`src/pkg/acq_seq_consts.vh`:
```
/*
 Constants for the acquisition record sequencer: register offsets,
 field positions, reset values and timing counts.
 Assumes a 125 MHz system clock.
*/
`ifndef ACQ_SEQ_CONSTS_VH
`define ACQ_SEQ_CONSTS_VH

`define CLK_PERIOD_NS 8
`define CLK_HZ 125000000

// Register byte offsets
`define OFS_CTRL 8'h00
`define OFS_CFG 8'h04
`define OFS_CNT 8'h08
`define OFS_STATUS 8'h0C
`define OFS_WIN 8'h10

// Mode encodings
`define MODE_NORMAL 2'h0
`define MODE_ADVANCE 2'h1
`define MODE_AVERAGE 2'h2

// Record length encodings
`define LEN_256 2'h0
`define LEN_512 2'h1
`define LEN_1024 2'h2

// Field positions in the configuration and count registers
`define CFG_MODE_LSB 0
`define CFG_HOLD_BIT 2
`define CFG_FAST_BIT 3
`define CFG_LEN_LSB 4
`define CFG_FIRST_LSB 8
`define CFG_NREC_LSB 12
`define CNT_NAVG_LSB 0

// Control register bits
`define CTRL_START_BIT 0
`define CTRL_STOP_BIT 1

// Reset values
`define RST_MODE 2'h0
`define RST_LEN 2'h1
`define RST_FIRST 4'h0
`define RST_NREC 4'h0
`define RST_NAVG 11'h010
`define RST_WIN 4'h7

// Window span steps, 5 ns at step zero
`define WIN_MIN_NS 5
`define WIN_MAX_STEP 4'hD

// Recycle, refresh and trigger timeout times
`define RECYCLE_256_MS 250
`define RECYCLE_512_MS 480
`define RECYCLE_1024_MS 700
`define FAST_RATE_HZ 10
`define REFRESH_S 5
`define TRIG_TIMEOUT_MS 1000

`endif

```
`src/core/acq_record_sequencer.v`:
```
/*
 Acquisition record sequencer: chooses record slots, counts captures and
 averages, times the recycle interval and exposes settings over classic
 Wishbone. Assumes capture_done_i pulses one cycle from the capture engine
 on the same clock; trig_i and stop_key_i are external pins.
*/
`timescale 1ns/1ps
`default_nettype none
`include "acq_seq_consts.vh"

module acq_record_sequencer #(
   parameter RECYCLE_256_CYC = (`RECYCLE_256_MS * (`CLK_HZ / 1000)),
   parameter RECYCLE_512_CYC = (`RECYCLE_512_MS * (`CLK_HZ / 1000)),
   parameter RECYCLE_1024_CYC = (`RECYCLE_1024_MS * (`CLK_HZ / 1000)),
   parameter FAST_512_CYC = (`CLK_HZ / `FAST_RATE_HZ),
   parameter REFRESH_CYC = (`REFRESH_S * `CLK_HZ),
   parameter TRIG_TIMEOUT_CYC = (`TRIG_TIMEOUT_MS * (`CLK_HZ / 1000))
) (
   input wire clk_i,              // System clock
   input wire rst_i,              // Synchronous reset, active high
   input wire cyc_i,              // Wishbone cycle
   input wire stb_i,              // Wishbone strobe
   input wire we_i,               // Wishbone write enable
   input wire [7:0] adr_i,        // Wishbone byte address
   input wire [31:0] dat_i,       // Wishbone write data
   input wire [3:0] sel_i,        // Wishbone byte selects
   output reg [31:0] dat_o,       // Wishbone read data
   output reg ack_o,              // Wishbone acknowledge
   input wire trig_i,             // Trigger pin, asynchronous
   input wire stop_key_i,         // Front-panel stop key, asynchronous
   input wire readout_req_i,      // Waveform readout query pending
   input wire capture_done_i,     // Capture finished pulse
   output reg arm_o,              // Capture engine armed
   output reg [3:0] slot_o,       // Slot being filled, 0 means slot 1
   output reg [1:0] rec_len_o,    // Record length of current sequence
   output reg [3:0] win_span_o,   // Capture window span step
   output reg avg_clear_o,        // Clear average accumulator pulse
   output reg avg_accum_o,        // Accumulate this capture pulse
   output reg disp_refresh_o,     // Show partial average pulse
   output reg readout_grant_o,    // Readout query may be answered
   output reg busy_o              // Acquisition running
);
   localparam S_IDLE = 2'h0;
   localparam S_ARM = 2'h1;
   localparam S_RECYCLE = 2'h2;

   reg [1:0] trig_s1_ff, stop_s1_ff;
   reg [1:0] state_ff;
   reg [1:0] mode_cfg_ff, len_cfg_ff, mode_ff;
   reg hold_cfg_ff, fast_cfg_ff, hold_ff, fast_ff;
   reg [3:0] first_cfg_ff, nrec_cfg_ff, nrec_ff, win_cfg_ff, done_cnt_ff;
   reg [10:0] navg_cfg_ff, navg_ff, avg_cnt_ff;
   reg [31:0] timer_ff, refresh_ff, idle_ff;
   reg start_ff, stop_ff, cfg_chg_ff, avg_done_ff;

   wire trig_sync = trig_s1_ff[1];
   wire stop_sync = stop_s1_ff[1];
   wire bus_req = cyc_i & stb_i & ~ack_o;
   wire bus_wr = bus_req & we_i;
   wire wr_ctrl = bus_wr & (adr_i == `OFS_CTRL) & sel_i[0];
   wire wr_cfg = bus_wr & (adr_i == `OFS_CFG);
   wire wr_cnt = bus_wr & (adr_i == `OFS_CNT);
   wire wr_win = bus_wr & (adr_i == `OFS_WIN) & sel_i[0];
   wire any_stop = stop_sync | stop_ff | (wr_ctrl & dat_i[`CTRL_STOP_BIT]);
   wire trig_lost = (idle_ff >= TRIG_TIMEOUT_CYC);
   reg [31:0] recycle_cyc;

   // Recycle time follows the latched length; fast option only shortens 512
   always @* begin
      case (rec_len_o)
         `LEN_256: recycle_cyc = RECYCLE_256_CYC;
         `LEN_1024: recycle_cyc = RECYCLE_1024_CYC;
         default: recycle_cyc = fast_ff ? FAST_512_CYC : RECYCLE_512_CYC;
      endcase
   end

   // Pins pass two flip-flops before use
   always @(posedge clk_i) begin
      if (rst_i) begin
         trig_s1_ff <= 2'h0;
         stop_s1_ff <= 2'h0;
      end else begin
         trig_s1_ff <= {trig_s1_ff[0], trig_i};
         stop_s1_ff <= {stop_s1_ff[0], stop_key_i};
      end
   end

   // Register writes and bus answer
   always @(posedge clk_i) begin
      if (rst_i) begin
         ack_o <= 1'b0;
         dat_o <= 32'h0;
         mode_cfg_ff <= `RST_MODE;
         hold_cfg_ff <= 1'b0;
         fast_cfg_ff <= 1'b0;
         len_cfg_ff <= `RST_LEN;
         first_cfg_ff <= `RST_FIRST;
         nrec_cfg_ff <= `RST_NREC;
         navg_cfg_ff <= `RST_NAVG;
         win_cfg_ff <= `RST_WIN;
         start_ff <= 1'b0;
         cfg_chg_ff <= 1'b0;
      end else begin
         ack_o <= bus_req;
         start_ff <= wr_ctrl & dat_i[`CTRL_START_BIT];
         cfg_chg_ff <= wr_cfg | wr_cnt | wr_win;
         if (wr_cfg && sel_i[0]) begin
            mode_cfg_ff <= (dat_i[1:0] == 2'h3) ? `MODE_NORMAL : dat_i[1:0];
            hold_cfg_ff <= dat_i[`CFG_HOLD_BIT];
            fast_cfg_ff <= dat_i[`CFG_FAST_BIT];
            len_cfg_ff <= (dat_i[5:4] == 2'h3) ? `LEN_1024 : dat_i[5:4];
         end
         if (wr_cfg && sel_i[1]) begin
            first_cfg_ff <= dat_i[11:8];
            nrec_cfg_ff <= dat_i[15:12];
         end
         // Average count stored minus one so 1..1024 fits 10 bits cleanly
         if (wr_cnt && sel_i[0] && sel_i[1])
            navg_cfg_ff <= (dat_i[10:0] == 11'h0) ? 11'h0 :
                           ((dat_i[10:0] > 11'h400) ? 11'h3FF : dat_i[10:0] - 11'h001);
         if (wr_win)
            win_cfg_ff <= (dat_i[3:0] > `WIN_MAX_STEP) ? `WIN_MAX_STEP : dat_i[3:0];
         dat_o <= 32'h0;
         if (bus_req && !we_i) begin
            case (adr_i)
               `OFS_CFG: dat_o <= {16'h0, nrec_cfg_ff, first_cfg_ff, 2'h0, len_cfg_ff,
                                   fast_cfg_ff, hold_cfg_ff, mode_cfg_ff};
               `OFS_CNT: dat_o <= {21'h0, navg_cfg_ff};
               `OFS_STATUS: dat_o <= {16'h0, avg_cnt_ff[10:0], slot_o, busy_o};
               `OFS_WIN: dat_o <= {28'h0, win_cfg_ff};
               default: dat_o <= 32'h0;
            endcase
         end
      end
   end

   // Sequencing state machine
   always @(posedge clk_i) begin
      if (rst_i) begin
         state_ff <= S_IDLE;
         mode_ff <= `RST_MODE;
         hold_ff <= 1'b0;
         fast_ff <= 1'b0;
         nrec_ff <= 4'h0;
         navg_ff <= 11'h0;
         rec_len_o <= `RST_LEN;
         win_span_o <= `RST_WIN;
         slot_o <= 4'h0;
         done_cnt_ff <= 4'h0;
         avg_cnt_ff <= 11'h0;
         timer_ff <= 32'h0;
         refresh_ff <= 32'h0;
         idle_ff <= 32'h0;
         stop_ff <= 1'b0;
         avg_done_ff <= 1'b0;
         arm_o <= 1'b0;
         busy_o <= 1'b0;
         avg_clear_o <= 1'b0;
         avg_accum_o <= 1'b0;
         disp_refresh_o <= 1'b0;
         readout_grant_o <= 1'b0;
      end else begin
         avg_clear_o <= 1'b0;
         avg_accum_o <= 1'b0;
         disp_refresh_o <= 1'b0;
         stop_ff <= 1'b0;
         readout_grant_o <= readout_req_i & (mode_ff != `MODE_AVERAGE | avg_done_ff);
         case (state_ff)
            S_IDLE: begin
               arm_o <= 1'b0;
               busy_o <= 1'b0;
               if (start_ff) begin
                  mode_ff <= mode_cfg_ff;
                  hold_ff <= hold_cfg_ff;
                  fast_ff <= fast_cfg_ff;
                  nrec_ff <= (mode_cfg_ff == `MODE_ADVANCE) ? nrec_cfg_ff : 4'h0;
                  navg_ff <= (mode_cfg_ff == `MODE_AVERAGE) ? navg_cfg_ff : 11'h0;
                  rec_len_o <= len_cfg_ff;
                  win_span_o <= win_cfg_ff;
                  slot_o <= first_cfg_ff;
                  done_cnt_ff <= 4'h0;
                  avg_cnt_ff <= 11'h0;
                  avg_done_ff <= 1'b0;
                  avg_clear_o <= (mode_cfg_ff == `MODE_AVERAGE);
                  refresh_ff <= 32'h0;
                  idle_ff <= 32'h0;
                  busy_o <= 1'b1;
                  arm_o <= 1'b1;
                  state_ff <= S_ARM;
               end
            end
            S_ARM: begin
               idle_ff <= trig_sync ? 32'h0 : idle_ff + 32'h1;
               if (mode_ff == `MODE_AVERAGE) begin
                  refresh_ff <= (refresh_ff >= REFRESH_CYC - 1) ? 32'h0 : refresh_ff + 32'h1;
                  disp_refresh_o <= (refresh_ff >= REFRESH_CYC - 1);
               end
               if (any_stop || trig_lost) begin
                  arm_o <= 1'b0;
                  state_ff <= S_IDLE;
               end else if (mode_ff == `MODE_AVERAGE && cfg_chg_ff) begin
                  avg_cnt_ff <= 11'h0;
                  avg_clear_o <= 1'b1;
                  avg_done_ff <= 1'b0;
               end else if (capture_done_i) begin
                  arm_o <= 1'b0;
                  timer_ff <= 32'h0;
                  state_ff <= S_RECYCLE;
                  case (mode_ff)
                     `MODE_ADVANCE: begin
                        slot_o <= slot_o + 4'h1; // wraps 16 to 1
                        done_cnt_ff <= done_cnt_ff + 4'h1;
                        if (done_cnt_ff == nrec_ff) begin
                           // Step back to the latched first slot, not the live setting
                           slot_o <= slot_o - nrec_ff;
                           done_cnt_ff <= 4'h0;
                           if (hold_ff)
                              state_ff <= S_IDLE;
                        end
                     end
                     `MODE_AVERAGE: begin
                        avg_accum_o <= 1'b1;
                        avg_cnt_ff <= avg_cnt_ff + 11'h1;
                        if (avg_cnt_ff == navg_ff) begin
                           avg_done_ff <= 1'b1;
                           avg_cnt_ff <= 11'h0;
                           if (hold_ff)
                              state_ff <= S_IDLE;
                        end
                     end
                     default: begin
                        if (hold_ff)
                           state_ff <= S_IDLE;
                     end
                  endcase
               end
            end
            S_RECYCLE: begin
               // A setting change between captures also throws the partial away
               if (mode_ff == `MODE_AVERAGE && cfg_chg_ff) begin
                  avg_cnt_ff <= 11'h0;
                  avg_done_ff <= 1'b0;
                  avg_clear_o <= 1'b1;
               end
               if (any_stop) begin
                  state_ff <= S_IDLE;
               end else if (timer_ff >= recycle_cyc - 1) begin
                  if (mode_ff == `MODE_AVERAGE && avg_done_ff) begin
                     avg_done_ff <= 1'b0;
                     avg_clear_o <= 1'b1;
                  end
                  idle_ff <= 32'h0;
                  arm_o <= 1'b1;
                  state_ff <= S_ARM;
               end else begin
                  timer_ff <= timer_ff + 32'h1;
               end
            end
            default: state_ff <= S_IDLE;
         endcase
      end
   end
endmodule
`default_nettype wire

```
`config.mk`:
```
export PLATFORM = sky130hd
export DESIGN_NAME = acq_record_sequencer
export DESIGN_NICKNAME = d
export VERILOG_FILES = /design/src/core/acq_record_sequencer.v
export VERILOG_INCLUDE_DIRS = /design/src /design/src/pkg
export SDC_FILE = /design/constraint.sdc
export NUM_CORES = 1
export LEC_CHECK = 0
export BUFFER_PORTS_ARGS = -buffer_cell sky130_fd_sc_hd__buf_4
export CORE_MARGIN = 3
export CORE_UTILIZATION = 55
export CTS_CLUSTER_DIAMETER = 50
export DETAILED_ROUTE_END_ITERATION = 6
export PLACE_DENSITY = 0.74
export SLEW_MARGIN = 20
export SYNTH_ARGS = -nofsm -noshare
export SYNTH_HDL_FRONTEND = slang
export SYNTH_SLANG_ARGS = --single-unit
```
`constraint.sdc`:
```
create_clock -name clk_i -period 3.67 [get_ports clk_i]
set_clock_uncertainty 0.15 [all_clocks]
set_input_delay 1.101 -clock clk_i [delete_from_list [all_inputs] [get_ports clk_i]]
set_output_delay 1.101 -clock clk_i [all_outputs]
set_load 0.02 [all_outputs]
```
* Word level (Yosys, flattened, before mapping)
Index checks and enable logic that the tools add are counted.
** Word-level totals
- Output and inout bits :: 49
- Flip-flop bits (word level) :: 217
- Word-level logic and storage cells :: 213
- Bits of input ports :: 53
** Operators by class
- Bitwise operators :: 21
- Order comparisons :: 5
- Add/subtract/negate cells :: 9
- Reductions and logical operators :: 28
- Eq/ne operators :: 32
- Multiplexer cells :: 83
** Operators by type and width (number)
- 32-bit 2-to-1 mux :: 11
- 32-bit one-hot mux with 2 select lines :: 2
- 11-bit 2-to-1 mux :: 10
- 32-bit by 1-bit adder with 32-bit output, second input constant :: 3
- 32-bit one-hot mux with 3 select lines :: 1
- 16-bit one-hot mux with 4 select lines :: 1
- 4-bit 2-to-1 mux :: 14
- 27-bit one-hot mux with 2 select lines :: 1
- 11-bit one-hot mux with 3 select lines :: 1
- 32-bit by 27-bit greater-or-equal comparator with 1-bit output, second input constant :: 1
- 32-bit by 30-bit greater-or-equal comparator with 1-bit output, second input constant :: 1
- 32-bit greater-or-equal comparator :: 1
- 32-bit by 1-bit subtractor with 32-bit output, second input constant :: 1
- 26-bit 2-to-1 mux :: 1
- 6-bit AND reduction :: 4
- 1-bit 2-to-1 mux :: 23
- 2-bit 2-to-1 mux :: 11
- 2-bit != test, second input constant :: 11
- 3-bit != test, second input constant :: 6
- 8-bit by 4-bit == test with 1-bit output, second input constant :: 2
- 4-bit one-hot mux with 2 select lines :: 2
- 1-bit bitwise AND :: 12
- 2-bit == test, second input constant :: 6
- 11-bit by 1-bit adder with 11-bit output, second input constant :: 1
- other kinds (30) :: 51

* Depth between registers and ports, before layout
- Depth in word-level cells :: 10
- Depth in mapped cells :: 15
- Depth with buffers taken out :: 13

* Worst setup path after synthesis
No wires, ideal clock.
- Kind :: reg-to-reg
- From :: register rec_len_o[0]
- To :: register timer_ff[17]
- Required time :: 3.391 ns
- Setup slack :: 0.223 ns
- Setup time :: 0.129 ns
- Period minus slack after synthesis :: 3.447 ns
- Path buffers :: 1
- Data arrival time :: 3.168 ns
- Cell stages (with the launch flop) :: 15
- Path through :: dfxtp_1 and2b_4 inv_2 nand2_1 inv_1 ha_1 and3_4 a221o_1 o211a_1 o311ai_2 nand4_2 a21o_4 buf_2 o311ai_0 nand2_1
** On the way
- Cells in the longest elaborated chain, start to end :: 6
- Elaborated cells between the ends (all ways) :: 7
- Those cells by class :: 1 x add/sub; 1 x order compare; 2 x eq/ne; 1 x mux; 2 x reduce/logical
** Ends and longest elaborated chain
- from (decl) :: RTL line acq_record_sequencer.v:35 : output reg [1:0] rec_len_o,
- from (signal assigned) :: RTL line acq_record_sequencer.v:146 : rec_len_o <= `RST_LEN;
- from (signal assigned) :: RTL line acq_record_sequencer.v:178 : rec_len_o <= len_cfg_ff;
- 2-bit == test or 2-bit zero test (tied branches) :: RTL line acq_record_sequencer.v:70 : case (rec_len_o)
- 27-bit one-hot mux with 2 select lines (*) :: RTL line acq_record_sequencer.v:70
- 32-bit by 1-bit subtractor with 32-bit output (*) :: RTL line acq_record_sequencer.v:247 : end else if (timer_ff >= recycle_cyc - 1) begin
- 32-bit greater-or-equal comparator (*) :: RTL line acq_record_sequencer.v:247
- 2-bit != test (no source line) (*)
- 6-bit AND reduction (no source line) (*)
- to (signal assigned) :: RTL line acq_record_sequencer.v:256 : timer_ff <= timer_ff + 32'h1;
- to (decl) :: RTL line acq_record_sequencer.v:53 : reg [31:0] timer_ff, refresh_ff, idle_ff;
Mark *: on every way between the ends. The rest lies on a longest branch, timed or not.
A chain may end at the register's enable or synchronous reset.

* Worst setup path after layout
- From :: register fast_ff
- To :: register timer_ff[17]
** On the way
- Cells in the longest elaborated chain, start to end :: 6
** Ends and longest elaborated chain
- from (decl) :: RTL line acq_record_sequencer.v:50 : reg hold_cfg_ff, fast_cfg_ff, hold_ff, fast_ff;
- from (signal assigned) :: RTL line acq_record_sequencer.v:175 : fast_ff <= fast_cfg_ff;
- 26-bit 2-to-1 mux :: RTL line acq_record_sequencer.v:73 : default: recycle_cyc = fast_ff ? FAST_512_CYC : RECYCLE_512_CYC;
- 27-bit one-hot mux with 2 select lines :: RTL line acq_record_sequencer.v:70
- 32-bit by 1-bit subtractor with 32-bit output :: RTL line acq_record_sequencer.v:247
- 32-bit greater-or-equal comparator :: RTL line acq_record_sequencer.v:247
- 2-bit != test (no source line)
- 6-bit AND reduction (no source line)
No other way between the ends.

==> flow_metrics.py <==
metrics = {
    "min_path": {
        "holdPathStages": 1,
        "min-delay-start": "stop_s1_ff[0]$_SDFF_PP0_",
        "holdCritPathClass": "register to register",
        "holdPathEnd": "stop_s1_ff[1]$_SDFF_PP0_",
    },
    "clock_network": {
        "clk_latency_ns": 0.52,
        "clock-root-buffer": "clkbuf_16",
        "numCtsBuffers": 26,
        "h-tree-depth": 1,
        "cts_buffer_depth": 3,
        "cts_tree": "yes",
        "cts.sinks": 201,
        "clk_pin_slew_ns": 0.06,
        "cts_setup_buffers": 0,
    },
    "timing": {
        "slew_violations": 0,
        "rsz0062_at_grt": "true",
        "period_share_pct": 97.3,
        "hold_viol": 0,
        "fin_crit_ns": 3.57,
        "relSlewSlack_pct": 34.8,
        "setup_viol_count_final": 0,
        "worst_pin_slew_ns": 0.978,
        "fmax_ghz": 0.280,
    },
    "place": {
        "hpwl_mm": 18.6,
        "place_area_um2": 11500,
        "io_buffers": 67,
        "gp_congestion": 0.887,
    },
    "grt": {
        "antenna_found_initial": 0,
        "grt_pass1_wl_mm": 44.5,
        "grt_start_max_net_pins": 77,
        "grt_overflow_total": 0,
        "grt_usage_pct": 25.1,
        "grt_pass1_vias": 9241,
    },
    "layout": {
        "num-nets-final": 1460,
        "drive_gt1_share_pct": 14.6,
        "diodes": 0,
        "nFillCells": 1655,
        "areaGrowthSynthToFinish_pct": 16.6,
        "postLayoutCellArea_um2": 12400,
        "post-route-util_pct": 65.7,
    },
    "pwr": {
        "ir_worst_vdd_mv": 0.465,
        "pwr-share-clk_pct": 51.8,
        "comb_power_share_pct": 3.4,
        "p_seq_share_pct": 44.8,
        "internal-power_mw": 3.78,
        "p_total_mw": 4.88,
        "powerDensity_nw_per_um2": 395,
        "switching_share_pct": 22.6,
        "p_sw_mw": 1.10,
        "leakage_nw": 4.81,
    },
    "synth": {
        "yosys.area.top_type": "dfxtp_1",
        "seq_area_frac_synth_pct": 37.9,
        "ys_types": 92,
        "synth_edf_count": 0,
        "synth-seq-cells": 201,
        "synth_top_area_share_pct": 37.9,
        "synth.area.top_cells": "dfxtp_1 (38%), nor2_1 (4.8%), ha_1 (4.5%)",
        "syn_area_per_cell_um2": 8.20,
        "ys.flop_type": "dfxtp_1",
        "ys_async_sr_fraction_pct": 0,
        "synth_area_um2": 10600,
        "ys_warn_count": 0,
        "synthCells": 1294,
    },
    "critical_path": {
        "path_cells": "and2b_4 > inv_2 > nand2_1 > inv_1 > ha_1 > and3_4 > a221o_1 > o211a_1 > o311ai_2 > nand4_2 > buf_4 > a211oi_2 > or4b_1 > nand2_1",
        "critPathArrivalTime_ns": 3.88,
        "rrSetupSlack_ns": 0.1,
        "critPathMaxStageDelay_ns": 0.46,
        "crit_path_frequent_cell": "nand2_1",
        "critical_path_class": "register to register",
        "r2r_cells": 14,
        "start_kind": "register",
        "slowest_stage": "or4b_1",
        "r2r_start": "fast_ff$_SDFFE_PP0P_",
        "worst_ep_required_time_ns": 3.97,
        "crit_fanout": 4,
        "r2r_end": "timer_ff[17]$_SDFFE_PP0P_",
        "end_kind": "register",
    },
    "die": {
        "initial_core_util_pct": 56.3,
        "die_w_um": 145,
        "row_count": 50,
        "core_um2": 18800,
        "top_level_ports": 102,
        "dieArea_um2": 21000,
        "die_h_um": 145,
    },
    "route": {
        "wl_mm": 26.5,
        "first_iter_violations": 681,
        "firstDrtPassIters": 5,
        "vias": 9674,
        "drtAntennaViolNets": 0,
        "vias_per_cell": 5.88,
        "drt-wirelength-per-cell_um": 16.1,
        "post-route-drc-count": 0,
    },
    "run_status": {
        "status": "completed",
    },
    "run": {
        "cap_violations": 0,
    },
}
-- critical path: cells and delay by family, from the launching register on --
| kind | cells | cell delay (ns) |
|---|---|---|
| buf+inv | 3 | 0.32 |
| compound gates | 4 | 1.25 |
| flops | 1 | 0.32 |
| fa+ha+maj | 1 | 0.26 |
| simple gates | 6 | 1.21 |
-- layout make-up --
class	count	area, µm²	share of cell area (%)
Clock buffer	30	707	5.72
Inverter	33	124	1.00
Sequential cell	201	4030	32.6
Multi-Input combinational cell	993	6140	49.6
Timing Repair Buffer	113	886	7.16
Clock inverter	16	160	1.30
Tap cell	260	325	2.63
-- worst max path at each step --
stage,from,endpoint,slack (ns),depth (start not counted)
floorplan,rec_len_o[0]$_SDFFE_PP1P_,timer_ff[17]$_SDFFE_PP0P_,0.22,14
global placement,cyc_i,timer_ff[19]$_SDFFE_PP0P_,0.03,9
detailed placement,cyc_i,idle_ff[29]$_SDFFE_PP0P_,0.02,10
CTS,fast_ff$_SDFFE_PP0P_,idle_ff[29]$_SDFFE_PP0P_,0.02,13
global route,fast_ff$_SDFFE_PP0P_,timer_ff[17]$_SDFFE_PP0P_,-0.02,14
finish,fast_ff$_SDFFE_PP0P_,timer_ff[17]$_SDFFE_PP0P_,0.1,14
-- stage by stage --
stage                     setup TNS (ns)  cells  hold slack [ns]  setup WS (ns)
after floorplan                        0   1310            0.264          0.223
after global placement                 0   1600            0.269         0.0340
after detailed placement               0   1600            0.280         0.0202
after CTS                              0   1646            0.294         0.0232
after global routing             -0.0420   1646            0.305        -0.0225
final                                  0   1646            0.287         0.0976
-- cells in the final DEF, fill, tap and decap left out, types with 31 or more instances in the layout --
master / n
nand2_1: 116
and3_1: 37
a21oi_1: 85
buf_4: 110
o21ai_0: 92
dfxtp_1: 200
nor2_1: 135
inv_1: 31
or3_1: 35
nand3_1: 63
ha_1: 38
-- layer usage --
| metal | vias to the layer above | wire length [µm] | GRT usage, % |
|---|---|---|---|
| li1 | 4787 | - | - |
| met1 | 4584 | 12200 | 34.9 |
| met3 | 38 | 1300 | 3.35 |
| met2 | 265 | 12500 | 41.4 |
| met4 | 0 | 519 | 6.63 |
| met5 | - | 0 | 0 |
-- Yosys cell counts, drive strengths merged, types with 10 or more instances --
library cell / count
nand2: 116
xor2: 25
nand4: 24
nor2b: 13
a31oi: 14
nand3: 64
nor4: 18
buf: 30
clkbuf: 53
ha: 38
nor3: 29
a21o: 10
and3: 38
a22oi: 26
a21oi: 86
dfxtp: 201
mux2i: 27
a211oi: 10
and2: 19
or4: 10
nor2: 137
o21ai: 101
inv: 33
or3: 35
xnor2: 22
-- kinds of logic after synthesis --
family | count (synthesis) | synth area share, %
AOI/OAI and AO/OA | 321 | 19.6
xor gates and xnor gates | 47 | 3.88
adders and majority gates | 42 | 4.95
buffers and inverters | 116 | 4.94
DFF | 201 | 37.9
muxes | 32 | 3.08
other | 1 | 0.0354
and+or+nand+nor | 534 | 25.5
-- flip-flops by register name, summed over array words and instances (netlist names), 11 cells and up --
register	cells
idle_ff	32
refresh_ff	32
timer_ff	32
dat_o	16
avg_cnt_ff	11
navg_cfg_ff	11
navg_ff	11
-- power by group through the flow --
stage / combinational, mW / clock [mW] / sequential [mW]
CTS: 0.164 / 2.57 / 2.19
global placement: 0.162 / 0 / 2.23
finish: 0.165 / 2.53 / 2.19
detailed placement: 0.164 / 0 / 2.23
floorplan: 0.103 / 0 / 2.24
global route: 0.181 / 2.66 / 2.19
-- what timing repair did --
action | CTS | global route
hold buffers | 0 | 0
gates resized for setup | 0 | 3
setup endpoints to repair | 0 | 23
(Power assumes the default switching activity.)
